--- src/verilog/dcm_pkg.sv ---
package dcm_pkg;

    // ==========================================================
    // Register select and command addresses
    // ==========================================================
    localparam logic [5:0] DCM_CMD_NOP = 6'h00;
    localparam logic [5:0] DCM_CMD_POWER_DOWN = 6'h08;
    localparam logic [5:0] DCM_CMD_POWER_UP = 6'h09;
    localparam logic [5:0] DCM_CMD_MONITOR_CHANNEL_SELECT = 6'h0a;
    localparam logic [5:0] DCM_CMD_DEVICE_CONTROL = 6'h0c;
    localparam logic [5:0] DCM_CMD_SOFT_RESET = 6'h0f;

    // ==========================================================
    // Control register fields
    // ==========================================================
    localparam int DCM_BIT_POWERDOWN_OUTPUT_STATE = 11;
    localparam int DCM_BIT_REFERENCE_LEVEL_SELECT = 10;
    localparam int DCM_BIT_AMPLIFIER_BOOST = 9;
    localparam int DCM_BIT_REFERENCE_SOURCE_SELECT = 8;
    localparam int DCM_BIT_MONITOR_ENABLE = 7;
    localparam int DCM_BIT_THERMAL_GUARD_ENABLE = 6;
    localparam int DCM_BIT_UNUSED_CONTROL = 5;
    localparam int DCM_GROUPS = 5;
    localparam logic [11:0] DCM_CTRL_RESET = 12'h800;
    localparam logic [5:0] DCM_MON_RESET = 6'h00;
    localparam logic [5:0] DCM_MON_THREE_STATE = 6'h3f;
    localparam logic [5:0] DCM_MON_LAST_DEFINED = 6'h26;

    // ==========================================================
    // Timing
    // ==========================================================
    localparam int DCM_CLK_PERIOD_PS = 5000;
    localparam int DCM_SOFT_RESET_US = 135;
    localparam int DCM_SOFT_RESET_CYCLES = (DCM_SOFT_RESET_US * 1000000) / DCM_CLK_PERIOD_PS;
    localparam logic [14:0] DCM_CNT_ZERO = 15'h0000;

    // ==========================================================
    // Carriers
    // ==========================================================
    typedef struct packed {
        logic rd_wr;
        logic register_select_high;
        logic register_select_low;
        logic [5:0] addr;
        logic [11:0] data;
    } dcm_cmd_t;

    typedef struct packed {
        logic powerdown_output_state;
        logic reference_level_select;
        logic amplifier_boost;
        logic reference_source_select;
        logic monitor_enable;
        logic thermal_guard_enable;
        logic [4:0] toggle_group_enables;
    } dcm_cfg_t;

    typedef struct packed {
        logic [11:0] ctrl;
        logic [5:0] mon_sel;
        logic soft_pd;
        logic thermal_shut;
        logic amps_on;
        logic resetting;
        logic [14:0] busy_cnt;
        logic reset_pulse;
        logic [4:0] toggle_phase;
        logic rd_valid;
        logic [11:0] rd_data;
        logic [1:0] hw_pd_sync;
        logic hw_pd_prev;
        logic [1:0] hot_sync;
        logic [1:0] ld_sync;
        logic ld_prev;
        logic busy_n;
        logic mon_route;
        logic mon_hiz;
    } dcm_state_t;

endpackage : dcm_pkg

--- src/verilog/dcm_sfr.sv ---
// Behaviour
// [RL1] Command 001111 in special space is soft reset; data bits ignored.
// [RL2] Soft reset restores all defaults and pulses a clear to coefficients and DACs.
// [RL3] Soft reset keeps the block busy for 135 us.
// [RL4] Command 001100 writes control when read/write is 0, reads it when 1.
// [RL5] Bit 11 picks power-down output: 1 high impedance (default), 0 load.
// [RL6] Bit 10 picks reference level 2.5 V or 1.25 V; default per variant.
// [RL7] Bit 9 turns amplifier boost on; default off.
// [RL8] Bit 8 selects internal reference when 1; default external.
// [RL9] Bit 7 enables monitor; when 0 the pin is a normal channel output.
// [RL10] With monitor on, monitor command routes chosen channel to last channel pin.
// [RL11] Bit 6 set: over-temperature powers down all output amplifiers.
// [RL12] After thermal shutdown, power-up re-enables amplifiers only when cool.
// [RL13] Bit 6 resets to 0; bit 5 is don't care.
// [RL14] Bits 4..0 enable toggle for eight-channel groups, bit k channels 8k..8k+7.
// [RL15] Toggle groups swap between A and B codes on each load strobe.
// [RL16] Command 001010 takes channel from data 11..6, ignores data 5..0.
// [RL17] Host enables monitor before issuing monitor channel commands.
// [RL18] Channels 0..38 route the channel, 63 three-states, 39..62 undefined.
// [RL19] Special commands decode only with both register selects at 0.
// [RL20] Writes ignored in power-down; exit by power-up or hardware release.
// [RL21] Toggle enables and monitor select reset to 0; busy held during reset.
`timescale 1ns/100ps
module dcm_sfr #(
    parameter int SOFT_RESET_CYCLES = dcm_pkg::DCM_SOFT_RESET_CYCLES,
    parameter logic REF_LEVEL_DEFAULT = 1'b1
) (
    // Clock and reset
    input wire logic core_clk,
    input wire logic rstn,
    // Decoded command from the interface
    input wire logic cmd_valid,
    input wire dcm_pkg::dcm_cmd_t cmd,
    // Pins
    input wire logic hw_powerdown_pin,
    input wire logic over_temp_pin,
    input wire logic load_dac_strobe_n,
    // Readback
    output logic rd_valid,
    output logic [11:0] rd_data,
    // Status and controls
    output logic busy_n,
    output logic clear_all_pulse,
    output dcm_pkg::dcm_cfg_t cfg,
    output logic amps_on,
    output logic [4:0] toggle_phase,
    output logic [5:0] monitor_channel,
    output logic monitor_route,
    output logic monitor_output_pin_hiz
);
    import dcm_pkg::*;

    localparam logic [11:0] CTRL_DEFAULT = DCM_CTRL_RESET
        | (12'(REF_LEVEL_DEFAULT) << DCM_BIT_REFERENCE_LEVEL_SELECT);
    localparam logic [14:0] RESET_LOAD = 15'(SOFT_RESET_CYCLES - 1);

    dcm_state_t state_reg;
    dcm_state_t state_next;

    function automatic logic is_cmd(input dcm_cmd_t c, input logic [5:0] code);
        is_cmd = !c.register_select_high && !c.register_select_low && c.addr == code;
    endfunction : is_cmd

    // ==========================================================
    // Next state
    // ==========================================================
    logic hw_pd;
    logic hot;
    logic ld_fall;
    logic take;
    logic pd_now;
    always_comb
    begin
        state_next = state_reg;
        hw_pd = state_reg.hw_pd_sync[1];
        hot = state_reg.hot_sync[1];
        ld_fall = state_reg.ld_prev && !state_reg.ld_sync[1];
        take = cmd_valid && !state_reg.resetting;
        pd_now = state_reg.soft_pd || hw_pd;
        state_next.hw_pd_sync = {state_reg.hw_pd_sync[0], hw_powerdown_pin};
        state_next.hot_sync = {state_reg.hot_sync[0], over_temp_pin};
        state_next.ld_sync = {state_reg.ld_sync[0], load_dac_strobe_n};
        state_next.hw_pd_prev = hw_pd;
        state_next.ld_prev = state_reg.ld_sync[1];
        state_next.rd_valid = 1'b0;
        state_next.reset_pulse = 1'b0;
        // Leaving hardware power-down also leaves soft power-down
        if (state_reg.hw_pd_prev && !hw_pd)
        begin
            state_next.soft_pd = 1'b0; // [RL20]
        end
        // Soft reset countdown
        if (state_reg.resetting)
        begin
            if (state_reg.busy_cnt == DCM_CNT_ZERO)
            begin
                state_next.resetting = 1'b0; // [RL3]
            end
            else
            begin
                state_next.busy_cnt = state_reg.busy_cnt - 15'h0001; // [RL21]
            end
        end
        // Toggle groups flip on load strobe while not busy
        if (ld_fall && !state_reg.resetting)
        begin
            state_next.toggle_phase = state_reg.toggle_phase
                ^ state_reg.ctrl[DCM_GROUPS-1:0]; // [RL14] [RL15]
        end
        // Command decode
        if (take)
        begin
            if (is_cmd(cmd, DCM_CMD_SOFT_RESET) && !pd_now) // [RL1] [RL19]
            begin
                state_next.ctrl = CTRL_DEFAULT; // [RL2] [RL5] [RL6] [RL7] [RL8] [RL13]
                state_next.mon_sel = DCM_MON_RESET; // [RL21]
                state_next.toggle_phase = 5'h00;
                state_next.thermal_shut = 1'b0;
                state_next.reset_pulse = 1'b1; // [RL2]
                state_next.resetting = 1'b1; // [RL3]
                state_next.busy_cnt = RESET_LOAD;
            end
            else if (is_cmd(cmd, DCM_CMD_DEVICE_CONTROL) && cmd.rd_wr) // [RL4]
            begin
                state_next.rd_valid = 1'b1;
                state_next.rd_data = state_reg.ctrl;
            end
            else if (is_cmd(cmd, DCM_CMD_DEVICE_CONTROL) && !pd_now) // [RL4] [RL20]
            begin
                state_next.ctrl = cmd.data;
            end
            else if (is_cmd(cmd, DCM_CMD_MONITOR_CHANNEL_SELECT) && !cmd.rd_wr
                && !pd_now) // [RL16] [RL19] [RL20]
            begin
                state_next.mon_sel = cmd.data[11:6]; // [RL16]
            end
            else if (is_cmd(cmd, DCM_CMD_POWER_DOWN) && !cmd.rd_wr)
            begin
                state_next.soft_pd = 1'b1;
            end
            else if (is_cmd(cmd, DCM_CMD_POWER_UP) && !cmd.rd_wr)
            begin
                state_next.soft_pd = 1'b0; // [RL20]
                if (!hot)
                begin
                    state_next.thermal_shut = 1'b0; // [RL12]
                end
            end
        end
        // Thermal guard last, so a hot event wins over any clear
        if (state_reg.ctrl[DCM_BIT_THERMAL_GUARD_ENABLE] && hot)
        begin
            state_next.thermal_shut = 1'b1; // [RL11]
        end
        state_next.amps_on = !(state_next.soft_pd || hw_pd
            || state_next.thermal_shut); // [RL11]
        state_next.busy_n = !state_next.resetting; // [RL21]
        state_next.mon_route = state_next.ctrl[DCM_BIT_MONITOR_ENABLE]
            && state_next.mon_sel != DCM_MON_THREE_STATE; // [RL9] [RL10] [RL18]
        state_next.mon_hiz = state_next.ctrl[DCM_BIT_MONITOR_ENABLE]
            && state_next.mon_sel == DCM_MON_THREE_STATE; // [RL18]
    end

    // ==========================================================
    // State register
    // ==========================================================
    always_ff @(posedge core_clk or negedge rstn)
    begin
        if (!rstn)
        begin
            state_reg <= '0;
            state_reg.ctrl <= CTRL_DEFAULT; // [RL13] [RL21]
            state_reg.amps_on <= 1'b1;
            state_reg.ld_sync <= 2'h3;
            state_reg.ld_prev <= 1'b1;
            state_reg.busy_n <= 1'b1;
        end
        else
        begin
            state_reg <= state_next;
        end
    end

    // ==========================================================
    // Outputs
    // ==========================================================
    assign rd_valid = state_reg.rd_valid;
    assign rd_data = state_reg.rd_data;
    assign busy_n = state_reg.busy_n; // [RL21]
    assign clear_all_pulse = state_reg.reset_pulse;
    assign cfg.powerdown_output_state = state_reg.ctrl[DCM_BIT_POWERDOWN_OUTPUT_STATE]; // [RL5]
    assign cfg.reference_level_select = state_reg.ctrl[DCM_BIT_REFERENCE_LEVEL_SELECT]; // [RL6]
    assign cfg.amplifier_boost = state_reg.ctrl[DCM_BIT_AMPLIFIER_BOOST]; // [RL7]
    assign cfg.reference_source_select = state_reg.ctrl[DCM_BIT_REFERENCE_SOURCE_SELECT]; // [RL8]
    assign cfg.monitor_enable = state_reg.ctrl[DCM_BIT_MONITOR_ENABLE]; // [RL9]
    assign cfg.thermal_guard_enable = state_reg.ctrl[DCM_BIT_THERMAL_GUARD_ENABLE]; // [RL13]
    assign cfg.toggle_group_enables = state_reg.ctrl[DCM_GROUPS-1:0]; // [RL14]
    assign amps_on = state_reg.amps_on;
    assign toggle_phase = state_reg.toggle_phase;
    assign monitor_channel = state_reg.mon_sel;
    assign monitor_route = state_reg.mon_route; // [RL9] [RL10]
    assign monitor_output_pin_hiz = state_reg.mon_hiz; // [RL18]

    logic chk_reset_cmd;
    logic chk_wr_cmd;
    logic chk_rd_cmd;
    logic chk_mon_cmd;
    assign chk_reset_cmd = cmd_valid && busy_n && is_cmd(cmd, DCM_CMD_SOFT_RESET)
        && !state_reg.soft_pd && !state_reg.hw_pd_sync[1];
    assign chk_wr_cmd = cmd_valid && busy_n && is_cmd(cmd, DCM_CMD_DEVICE_CONTROL)
        && !cmd.rd_wr && !state_reg.soft_pd && !state_reg.hw_pd_sync[1];
    assign chk_rd_cmd = cmd_valid && busy_n && is_cmd(cmd, DCM_CMD_DEVICE_CONTROL) && cmd.rd_wr;
    assign chk_mon_cmd = cmd_valid && busy_n && !cmd.rd_wr
        && is_cmd(cmd, DCM_CMD_MONITOR_CHANNEL_SELECT)
        && !state_reg.soft_pd && !state_reg.hw_pd_sync[1];

    // ==========================================================
    // Busy window length
    // ==========================================================
    logic [14:0] chk_busy_len;
    always_ff @(posedge core_clk or negedge rstn)
    begin
        if (!rstn)
        begin
            chk_busy_len <= 15'h0000;
        end
        else if (!busy_n)
        begin
            chk_busy_len <= chk_busy_len + 15'h0001;
        end
        else
        begin
            chk_busy_len <= 15'h0000;
        end
    end
endmodule : dcm_sfr
--- config.mk ---
export PLATFORM = sky130hd
export DESIGN_NAME = dcm_sfr
export DESIGN_NICKNAME = d
export VERILOG_FILES = /design/src/verilog/dcm_pkg.sv /design/src/verilog/dcm_sfr.sv
export SDC_FILE = /design/constraint.sdc
export NUM_CORES = 1
export LEC_CHECK = 0
export BUFFER_PORTS_ARGS = -buffer_cell sky130_fd_sc_hd__buf_4
export CORE_ASPECT_RATIO = 0.5
export CORE_MARGIN = 2
export CORE_UTILIZATION = 50
export CTS_CLUSTER_DIAMETER = 100
export CTS_CLUSTER_SIZE = 40
export DETAILED_ROUTE_END_ITERATION = 6
export HOLD_SLACK_MARGIN = 0.02
export PLACE_DENSITY = 0.83
export SLEW_MARGIN = 20
export SYNTH_ARGS = -nofsm -noshare
export SYNTH_HDL_FRONTEND = slang
export SYNTH_SLANG_ARGS = --single-unit
--- constraint.sdc ---
create_clock -name core_clk -period 2.98 [get_ports core_clk]
set_input_delay 0.447 -clock core_clk [delete_from_list [all_inputs] [get_ports core_clk]]
set_output_delay 0.447 -clock core_clk [all_outputs]
set_load 0.1 [all_outputs]
* After elaboration in Yosys (flattened, before gate mapping) *
Index checks and enable logic that the tools add are counted.

word-level totals
  flip-flop bits (word level) = 67
  input bits = 27
  logic and storage cells = 90

operators by class
  add/subtract/negate cells = 1
  equal/unequal tests = 8
  mux-type cells = 23
  bitwise logic cells = 2
  reduce and logical (&&, ||, !) cells = 36

operators with widths
  operator                                                              count
  35-bit two-way mux                                                    1
  16-bit two-way mux                                                    2
  6-bit by 4-bit == test with 1-bit output, second input constant       5
  13-bit two-way mux                                                    2
  22-bit two-way mux                                                    1
  1-bit logical AND                                                     20
  20-bit two-way mux                                                    1
  18-bit two-way mux                                                    1
  15-bit logical NOT                                                    1
  15-bit two-way mux                                                    1
  15-bit by 1-bit subtractor with 15-bit output, second input constant  1
  12-bit two-way mux                                                    1
  1-bit logical NOT                                                     9
  1-bit two-way mux                                                     8
  8-bit two-way mux                                                     1
  6-bit == test, second input constant                                  1
  6-bit two-way mux                                                     1
  6-bit inequality test, second input constant                          1
  3-bit AND reduction                                                   2
  5-bit two-way mux                                                     1
  5-bit bitwise XOR                                                     1
  2-bit two-way mux                                                     2
  1-bit logical OR                                                      3
  2-bit inequality test, second input constant                          1
  2 further kinds                                                       2

* Logic depth before layout (Yosys ltp) *
Gate-level depths: netlist of the first run.

  depth in word-level cells = 14
  depth in mapped cells = 7

* Worst setup path after synthesis of the first run *
OpenSTA, ideal clock, no wires.

  path type = flip-flop to flip-flop
  start point = register state_reg[36] (netlist bit)
  end point = register state_reg[45] (netlist bit)
  library setup time = 127 ps
  data arrival time = 1707 ps
  required time = 2853 ps
  path slack = 1145 ps
  cell stages (with the launch flop) = 6
  buffers on the path = 0
  period minus slack after synthesis = 1835 ps
  cell sequence = dfrtp_1 > nor4_4 > and4_1 > nand2_1 > o31a_2 > or2_2

RTL lines
  item                    RTL line        text
  start, declared         dcm_sfr.sv:57   dcm_state_t state_reg;
  start signal, assigned  dcm_sfr.sv:180  state_reg <= state_next;

* Worst setup path in the final report of the first run *
  start point = register state_reg[45] (netlist bit)
  end point = register state_reg (netlist bit rd_data[2])

on the way
  cells in the longest elaborated chain, start to end = 3

RTL lines
  item                                  RTL line       text
  1-bit logical NOT                     dcm_sfr.sv:78  take = cmd_valid && !state_reg.resetting;
  1-bit logical AND                     dcm_sfr.sv:78
  3-bit AND reduction (no source line)  n/a

Every way passes these cells.
A chain may end at the register's enable or synchronous reset.

==> results by group, run 1 <==
Synth
  – Top cells by area, synth: dfrtp_1 49%, buf_4 8.6%, dfstp_2 6.0%
  – EDFF count, synth: 0
  – Syn Area/Cell: ~12 um^2
  – Netlist area before placement: 3069 um^2
  – Area leader, netlist: dfrtp_1
  – Distinct cells, synth: 45
  – FF+latch count, synth: 67
  – Number of warnings issued by yosys: 0
  – Post-Syn Instances: 262
  – Yosys top cell area share: 48.92%
  – Syn Nets: 291
  – Async set or reset register ratio after synthesis: 100.0%
  – Part of the Yosys area used for sequential elements: a little over half
  – Top_reg_cell synth: dfrtp_1

STA
  – Period utilization: 72.05%
  – Clk_skew: about 0.0045 ns
  – Worst slew margin: a little under half
  – RSZ-0062 raised after global routing: false
  – Final setup margin: 0.8329 ns
  – Final hold vios: 0
  – Max Clk Rate: 0.4657 GHz
  – Worst Tran Pin Value: 0.8172 ns
  – Setup violators final: 0
  – TNS Setup: 0 ns
  – Final max-slew violation count: 0
  – Post-layout min period: approximately 2.1 ns

Power and ir drop
  – Static leakage: 1.753 nW
  – Max VDD drop: 0.0002517 V
  – Pwr dens: 663.1 nW/um^2

Placement
  – Placed Instances: 367
  – Port Buffers: 66
  – Dpl hpwl: 4253 um
  – Place WS: around 0.66 ns
  – Placer Congestion: 0.8174

Clocking
  – CTS tree: built
  – Clk Latency, worst-skew pair: 0.32 ns
  – Post-CTS Setup Bufs: 0
  – Clock net sink count: 67
  – Reg clk slew, reported paths: 0.05 ns
  – Longest Clk Path Bufs: 2
  – Post-CTS sizing: 0
  – TritonCTS Buffers: 9
  – Root Buffer: clkbuf_16
  – Hold_buf cts: 0
  – H-tree depth: 3

GRT
  – Overall Global Routing Usage: 19.38%
  – GR Util met1: 22.45%
  – First-pass GRT wire length: 10030 um
  – Initial antenna violation count: 0
  – Congestion Overflow GR: 0
  – Vias in the first global route: 2113
  – Largest net degree at the start of global routing: 68
  – M2 GR Usage: a little over a third
  – GR peak layer: met2
  – GR Layer Usage met3: under 10%

Setup path
  – Largest fanout on the critical path: 13
  – FF-to-FF path depth: 5
  – Critical Path RT: 3.18 ns
  – Crit Path Class: flop to flop
  – Worst setup EP type: flop
  – R2R Setup Slk: ~0.83 ns
  – Startpoint Class: flop
  – Reg2reg end: rd_data[2]
  – Crit path arrival time: between 2 and 2.5 ns
  – R2r startpoint: state_reg[45]

Floorplanning
  – Die Y: ~59 um
  – Initial Util: 51.10%
  – Io pins: between 60 and 70
  – Core ar.: 6006 um^2
  – FP Rows: 20
  – Die Wd: 114.8 um
  – Die area: 6819 um^2

Cells and area
  – Cell Count, Final, Fillers Out: 383
  – Fraction of layout cells with a size suffix above 1: a little over a third
  – Final nets: 330
  – Ant diodes: 0
  – Number of flip-flops in the largest register: 21
  – Area growth, synth to finish: 20.26%

Route
  – Initial DRC count: approximately 170
  – WL/cell: 16.55 um
  – Routed WL: ~6300 um
  – Pre-Repair DR Iteration Count: 4
  – Vias per inst: 5.475
  – Vias post-DR: 2097
  – Post-route ant nets: 0
  – DRC Markers: 0

Run
  – Maxcap violations: 0

Worst hold path
  – Worst min-delay path category: input port to asynchronous set/reset pin

Run status
  – Outcome: complete, no violations
-- cells in the final DEF (no fill, tap or decap), types with 4 or more instances in the layout --
cell type and count:
dfrtp_1 60, nor3b_1 4, xor2_1 7, a21oi_1 4
a22o_1 14, buf_4 69, clkbuf_16 9, nor3_1 8
mux2_2 12, mux2i_1 9, inv_1 8, nand2_1 18
dfstp_2 7, nor2_1 19, and2_1 6, nand3_1 4
-- final cells by class --
cell class,instances,area (um^2)
clock buffer,14,264.0
timing repair buffer,69,518.0
clock inverter,2,35.03
fill,442,2315
inverter,8,30.03
tap,77,96.34
multi-input combinational,146,1062
sequential,67,1685
-- cells in the mapped netlist, types with 3 or more instances --
library cell,number
mux2_2,12
xor2_1,7
nor3b_1,4
a211oi_1,3
buf_4,35
and4_1,3
dfrtp_1,60
inv_1,8
nand2_1,18
a21oi_1,4
a22o_1,14
and2_1,6
nand3_1,4
nor3_1,8
mux2i_1,9
buf_2,4
dfstp_2,7
nor2_1,19
o2111ai_1,3
-- through the flow --
step | util (%) | area (um^2) | total power [mW] | hold WS, ns
final | 61.46 | 3691 | 2.448 | 0.2144
after detailed placement | 56.48 | 3392 | 1.416 | 0.3464
after CTS | 61.46 | 3691 | 2.471 | 0.2201
after floorplan | - | 3069 | 1.319 | 0.1514
after global routing | 61.46 | 3691 | 2.541 | 0.2194
after global placement | 56.48 | 3392 | 1.399 | 0.3405
-- how the worst max path moves through the flow --
stage | start | end | slack, ns | cells after the start
after floorplan | state_reg[36] | state_reg[45] | 1.15 | 5
after global placement | cmd[18] | rd_data[2] | 0.76 | 6
after detailed placement | cmd[18] | rd_data[4] | 0.66 | 6
after CTS | state_reg[45] | rd_data[8] | 0.81 | 5
after global routing | state_reg[45] | rd_data[8] | 0.72 | 5
final | state_reg[45] | rd_data[2] | 0.83 | 5
-- cell families (layout without fill, tap and decap cells) --
| family | Yosys count | in the layout | share of synthesized area, % |
|---|---|---|---|
| xor+xnor | 8 | 8 | 2.283 |
| buf+inv | 49 | 93 | 10.48 |
| mux | 21 | 21 | 7.338 |
| fa+ha+maj | 2 | 2 | 0.8152 |
| simple gates | 79 | 79 | 14.64 |
| flops | 67 | 67 | 54.91 |
| compound gates | 36 | 36 | 9.540 |
-- critical path: stages, from the launching register on --
cell     delay, ns
dfrtp_1       0.44
and3b_2       0.33
nand2_1       0.06
nor3_1        0.22
nand3_1       0.50
mux2_2        0.46
-- per-layer routing --
metal,wire length (um),share of wire (%),vias up
met1,2650,42,1063
met5,0,0,-
li1,-,-,972
met2,3334,53,58
met4,40,0.63,0
met3,313,4.9,4
-- where the power goes --
| part | internal [mW] | total, mW | switching, mW | leakage [nW] |
|---|---|---|---|---|
| Clock | 0.692 | 1.05 | 0.354 | 0.147 |
| Sequential | 0.981 | 1.05 | 0.0702 | 0.834 |
| Combinational | 0.107 | 0.351 | 0.244 | 0.772 |
| Total | 1.78 | 2.45 | 0.668 | 1.75 |
(Power assumes the default switching activity.)
==> inputs of run 2 (changes only) <==
- clock period: 2.98 -> 2.03 ns (I/O delays scaled with it)
==> run 2 against run 1 <==
Effect of this change: flip-flop and latch count unchanged; critical path depth unchanged; wire length down 1.3%; clock power up 35%; hold slack worse by 0.14 ns; maximum frequency up 13%; power up 42%.
==> results by group, run 2 (same netlist as run 1, synthesis figures left out) <==
GRT
  – Largest net degree at the start of global routing: a little under 70
  – Initial antenna violation count: 0
  – Vias in the first global route: 2063
  – Overall Global Routing Usage: 19.49%
  – Congestion Overflow GR: 0
  – First-pass GRT wire length: 9929 um

STA
  – Final max-slew violation count: 0
  – Period utilization: 93.97%
  – TNS Setup: 0 ns
  – Post-layout min period: 1.908 ns
  – Final hold vios: 0
  – Worst slew margin: a little under half
  – Clk_skew: 0.004551 ns
  – Max Clk Rate: 0.5242 GHz
  – Setup violators final: 0
  – Worst Tran Pin Value: 0.8126 ns
  – RSZ-0062 raised after global routing: false

Clocking
  – Root Buffer: clkbuf_16
  – CTS tree: built
  – H-tree depth: 3
  – Longest Clk Path Bufs: 2
  – Reg clk slew, reported paths: 0.05 ns
  – Post-CTS sizing: 0
  – Clk Latency, worst-skew pair: 0.33 ns
  – Hold_buf cts: 0
  – Post-CTS Setup Bufs: 0
  – TritonCTS Buffers: 9
  – Clock net sink count: 67

Setup path
  – FF-to-FF path depth: 5
  – Cell chain of the critical path: or4_1 > nor4_1 > o2111ai_1 > xor2_1 > nor2_1
  – Critical Path RT: between 2 and 2.5 ns
  – Slowest cell on crit path: or4_1
  – Startpoint Class: flop
  – Worst setup EP type: flop
  – Crit path arrival time: 2.16 ns
  – Reg2reg end: state_reg[42]
  – R2r startpoint: state_reg[36]
  – R2R Setup Slk: ~0.12 ns
  – CP max stage delay: 0.55 ns
  – Largest fanout on the critical path: 5
  – Crit Path Class: flop to flop

Route
  – Routed WL: 6256 um
  – Pre-Repair DR Iteration Count: 4
  – Initial DRC count: 110
  – Vias post-DR: 2134
  – Post-route ant nets: 0
  – Vias per inst: 5.514
  – WL/cell: 16.17 um
  – DRC Markers: 0

Floorplanning
  – Io pins: 67
  – Die area: 6819 um^2
  – Die Wd: 114.8 um
  – Core ar.: between 6000 and 7000 um^2
  – FP Rows: 20
  – Initial Util: 51.10%
  – Die Y: 59.40 um

Cells and area
  – Final nets: between 300 and 400
  – Commonest cells after routing, fill and taps aside: 73 x buf_4, 60 x dfrtp_1, 19 x nor2_1
  – Number of flip-flops in the largest register: 21
  – Final core utilization: about three fifths
  – Final instance area: 3715 um^2
  – Cell Count, Final, Fillers Out: 387
  – Commonest non-fill, non-tap cell in the layout: buf_4
  – Area growth, synth to finish: 21.04%
  – Ant diodes: 0
  – Fraction of layout cells with a size suffix above 1: 39.03%

Power and ir drop
  – Max VDD drop: 0.0004278 V
  – Pwr dens: 938.8 nW/um^2
  – Total chip power: 3.488 mW
  – Static leakage: about 1.8 nW

Placement
  – Cell Area, Placed: 3422 um^2
  – Placer Congestion: 0.8220
  – Port Buffers: 66
  – Dpl hpwl: between 4000 and 5000 um
  – Placed Instances: about 370

Worst hold path
  – Worst min-delay path category: input port to asynchronous set/reset pin

Run
  – Maxcap violations: 0

Run status
  – Outcome: complete, no violations
-- run 2: cell types whose count changed in the layout (fill, tap and decap cells not counted) --
cell        before  now
buf_4           69   73
clkinv_2         1    4
bufinv_16        1    0
and4_1           3    2
clkinvlp_4       0    1
clkbuf_1         3    0
o2111ai_2        0    1
nor3b_2          0    1
nor3b_1          4    3
and4_2           0    1
o2111ai_1        3    2
-- run 2: area by class of cell --
class / count / area, um^2
Clock buffer: 11 / 252.7
Clock inverter: 5 / 27.53
Fill cell: 466 / 2291
Inverter: 8 / 30.03
Multi-Input combinational cell: 146 / 1075
Sequential cell: 67 / 1685
Tap cell: 77 / 96.34
Timing Repair Buffer: 73 / 548.0
-- run 2: worst max-delay path: cells and delay by family, from the launching register on --
family | cells | cell delay, ns
simple gates | 3 | 1.02
flops | 1 | 0.44
compound gates | 1 | 0.20
xor+xnor | 1 | 0.17
-- run 2: worst max path at each step --
stage                               end          start  slack, ns
after floorplan           state_reg[45]  state_reg[36]       0.20
after global placement    monitor_route        cmd[18]       0.14
after detailed placement  monitor_route        cmd[18]       0.07
after CTS                 state_reg[42]  state_reg[36]       0.13
after global routing         rd_data[1]  state_reg[45]      0.002
final                     state_reg[42]  state_reg[36]       0.12
-- run 2: metrics by stage --
stage | setup WS [ns] | hold WS [ns]
final | 0.1224 | 0.07187
after global routing | 0.001887 | 0.07116
after CTS | 0.1255 | 0.07398
after detailed placement | 0.06924 | 0.3434
after global placement | 0.1417 | 0.3341
after floorplan | 0.1954 | 0.008909
-- run 2: routing by layer --
metal  wire length, um  vias to the layer above  part of all wire (%)  global-route usage (%)
met5                 0                        -                     0                       0
met4               135                        0                   2.2                   8.778
met3               403                       12                   6.4                   6.339
met2              3093                       78                    49                   31.78
met1              2624                     1061                    42                   24.25
li1                  -                      983                     -                       -
-- run 2: where the power goes --
| group | switching [mW] | internal, mW |
|---|---|---|
| combinational | 0.361 | 0.163 |
| clock | 0.540 | 0.882 |
| sequential | 0.102 | 1.44 |
==> inputs of run 3 (changes only) <==
- CORE_MARGIN: 2 -> 3
==> run 3 against run 2 <==
Effect of this change: power increased by 6.8%; clock skew down 0.00061 ns; combinational power increased by 2%; clock power is 16% higher; via count grew 0.33%; cell area grew 1.0%; die area up 5.2%; cell count decreased by 1.0%.
==> results by group, run 3 (same netlist as run 1, synthesis figures left out) <==
Clocking
  – Clock net sink count: between 60 and 70
  – TritonCTS Buffers: 9
  – Longest Clk Path Bufs: 2
  – Root Buffer: clkbuf_16
  – H-tree depth: 3
  – Clk Latency, worst-skew pair: between 0.3 and 0.4 ns
  – Reg clk slew, reported paths: 0.06 ns
  – CTS tree: built

STA
  – Final hold vios: 0
  – RSZ-0062 raised after global routing: false
  – Clk_skew: 0.003940 ns
  – Final max-slew violation count: 0
  – Setup violators final: 0
  – Max Clk Rate: 0.5301 GHz
  – Period utilization: between 90% and 100%
  – Worst Tran Pin Value: between 0.8 and 0.9 ns
  – Worst slew margin: a little under half
  – TNS Setup: 0 ns
  – Post-layout min period: 1.886 ns

GRT
  – First-pass GRT wire length: 10640 um
  – Overall Global Routing Usage: between 20 and 25%
  – Congestion Overflow GR: 0
  – Largest net degree at the start of global routing: just under 70
  – Initial antenna violation count: 0
  – Vias in the first global route: 2198

Power and ir drop
  – Sw frac: 28.20%
  – Clk pwr share: between 40% and 50%
  – Max VDD drop: between 0.0006 and 0.0007 V
  – Net Switching: 1.050 mW
  – Int Power: 2.674 mW
  – Seq pwr share: 41.4%
  – Static leakage: 1.787 nW
  – Pwr dens: 992.1 nW/um^2
  – Comb pwr share: 14.3%

Placement
  – Port Buffers: 66
  – Cell Area, Placed: 3430 um^2
  – Placer Congestion: 0.8341
  – Dpl hpwl: 4539 um

Floorplanning
  – Io pins: 67
  – Die Wd: 116.8 um
  – Die area: slightly above 7000 um^2
  – Core ar.: 5705 um^2
  – Initial Util: 53.79%
  – FP Rows: 19
  – Die Y: between 60 and 70 um

Worst hold path
  – Worst min-delay path category: input port to asynchronous set/reset pin

Cells and area
  – Final core utilization: 65.79%
  – Fraction of layout cells with a size suffix above 1: 38.39%
  – Commonest non-fill, non-tap cell in the layout: buf_4
  – Number of flip-flops in the largest register: 21
  – Area growth, synth to finish: 22.30%
  – Ant diodes: 0
  – Commonest cells after routing, fill and taps aside: 72 x buf_4, 60 x dfrtp_1, 19 x nor2_1
  – Final instance area: 3754 um^2
  – Final nets: around 330

Setup path
  – Slowest cell on crit path: or4b_4
  – Largest fanout on the critical path: 4
  – R2r startpoint: state_reg[30]
  – Worst setup EP type: flop
  – Critical Path RT: 2.24 ns
  – Cell chain of the critical path: or4b_4 > nor2_4 > o21ai_2 > or3_2 > mux2i_1
  – CP max stage delay: 0.57 ns
  – Startpoint Class: flop
  – Crit Path Class: flop to flop
  – Crit path from: state_reg[30]
  – Crit path arrival time: 2.10 ns

Route
  – WL/cell: 17.48 um
  – DRC Markers: 0
  – Pre-Repair DR Iteration Count: 4
  – Vias post-DR: 2141
  – Post-route ant nets: 0
  – Initial DRC count: 136
  – Routed WL: 6694 um
  – Vias per inst: 5.590

Run
  – Maxcap violations: 0

Run status
  – Outcome: complete, no violations
-- run 3: cell count changes in the layout (fill, tap and decap cells not counted), sizes merged --
cell,before,now
bufinv,0,2
clkbuf,11,9
clkinv,4,5
clkinvlp,1,0
-- run 3: path summary, 6_finish.rpt --
kind,end,slack (ns),cells after the start
hold reg to reg,state_next[3],0.35,0
hold / removal,rd_data[2],0.06,1
max in group asynchronous,state_reg[37],1.44,1
min in group core_clk,state_next[5],0.08,1
setup reg to reg,state_reg[39],0.14,5
setup / recovery,state_reg[39],0.14,5
-- run 3: cell type report --
| class | instances | area [um^2] |
|---|---|---|
| clock inverters | 7 | 92.59 |
| fillers | 401 | 1952 |
| flip-flops and latches | 67 | 1685 |
| well taps | 73 | 91.34 |
| multi-input cells | 146 | 1069 |
| clock buffers | 9 | 225.2 |
| repair buffers | 73 | 560.5 |
| inverters | 8 | 30.03 |
-- run 3: power groups by stage --
stage	sequential, mW	clock, mW	combinational [mW]
after floorplan	1.57	0	0.368
after global placement	1.55	0	0.509
after detailed placement	1.56	0	0.532
after CTS	1.54	1.66	0.537
after global routing	1.56	1.74	0.574
final	1.54	1.65	0.532
-- run 3: repair_timing --
item,in CTS,in global routing
resized for setup,0,1
setup buffers,0,0
endpoints found under the setup margin,0,1
hold buffers,0,0
-- run 3: critical path: cells and delay by family (launching register included) --
kind	cells	cell delay, ns
multiplexers	1	0.13
AND/OR/NAND/NOR	3	1.14
flip-flops	1	0.40
AO/OA/AOI/OAI	1	0.09
-- run 3: per-layer routing --
layer  part of all wire, %  global-route usage (%)  up-vias
met4                   1.5                   6.536        0
met2                    52                   33.71       65
met5                     0                       0        -
li1                      -                       -      975
met1                    41                   24.32     1089
met3                   5.5                   7.753       12
-- run 3: metrics by stage --
step	power (mW)	worst slack, ns	cells	hold slack [ns]
CTS	3.743	0.08684	383	0.07030
floorplan	1.937	0.1954	262	0.008909
detailed placement	2.093	0.09455	367	0.3364
global placement	2.059	0.1676	367	0.3332
global route	3.874	0.06296	383	0.06397
finish	3.724	0.1437	383	0.06253
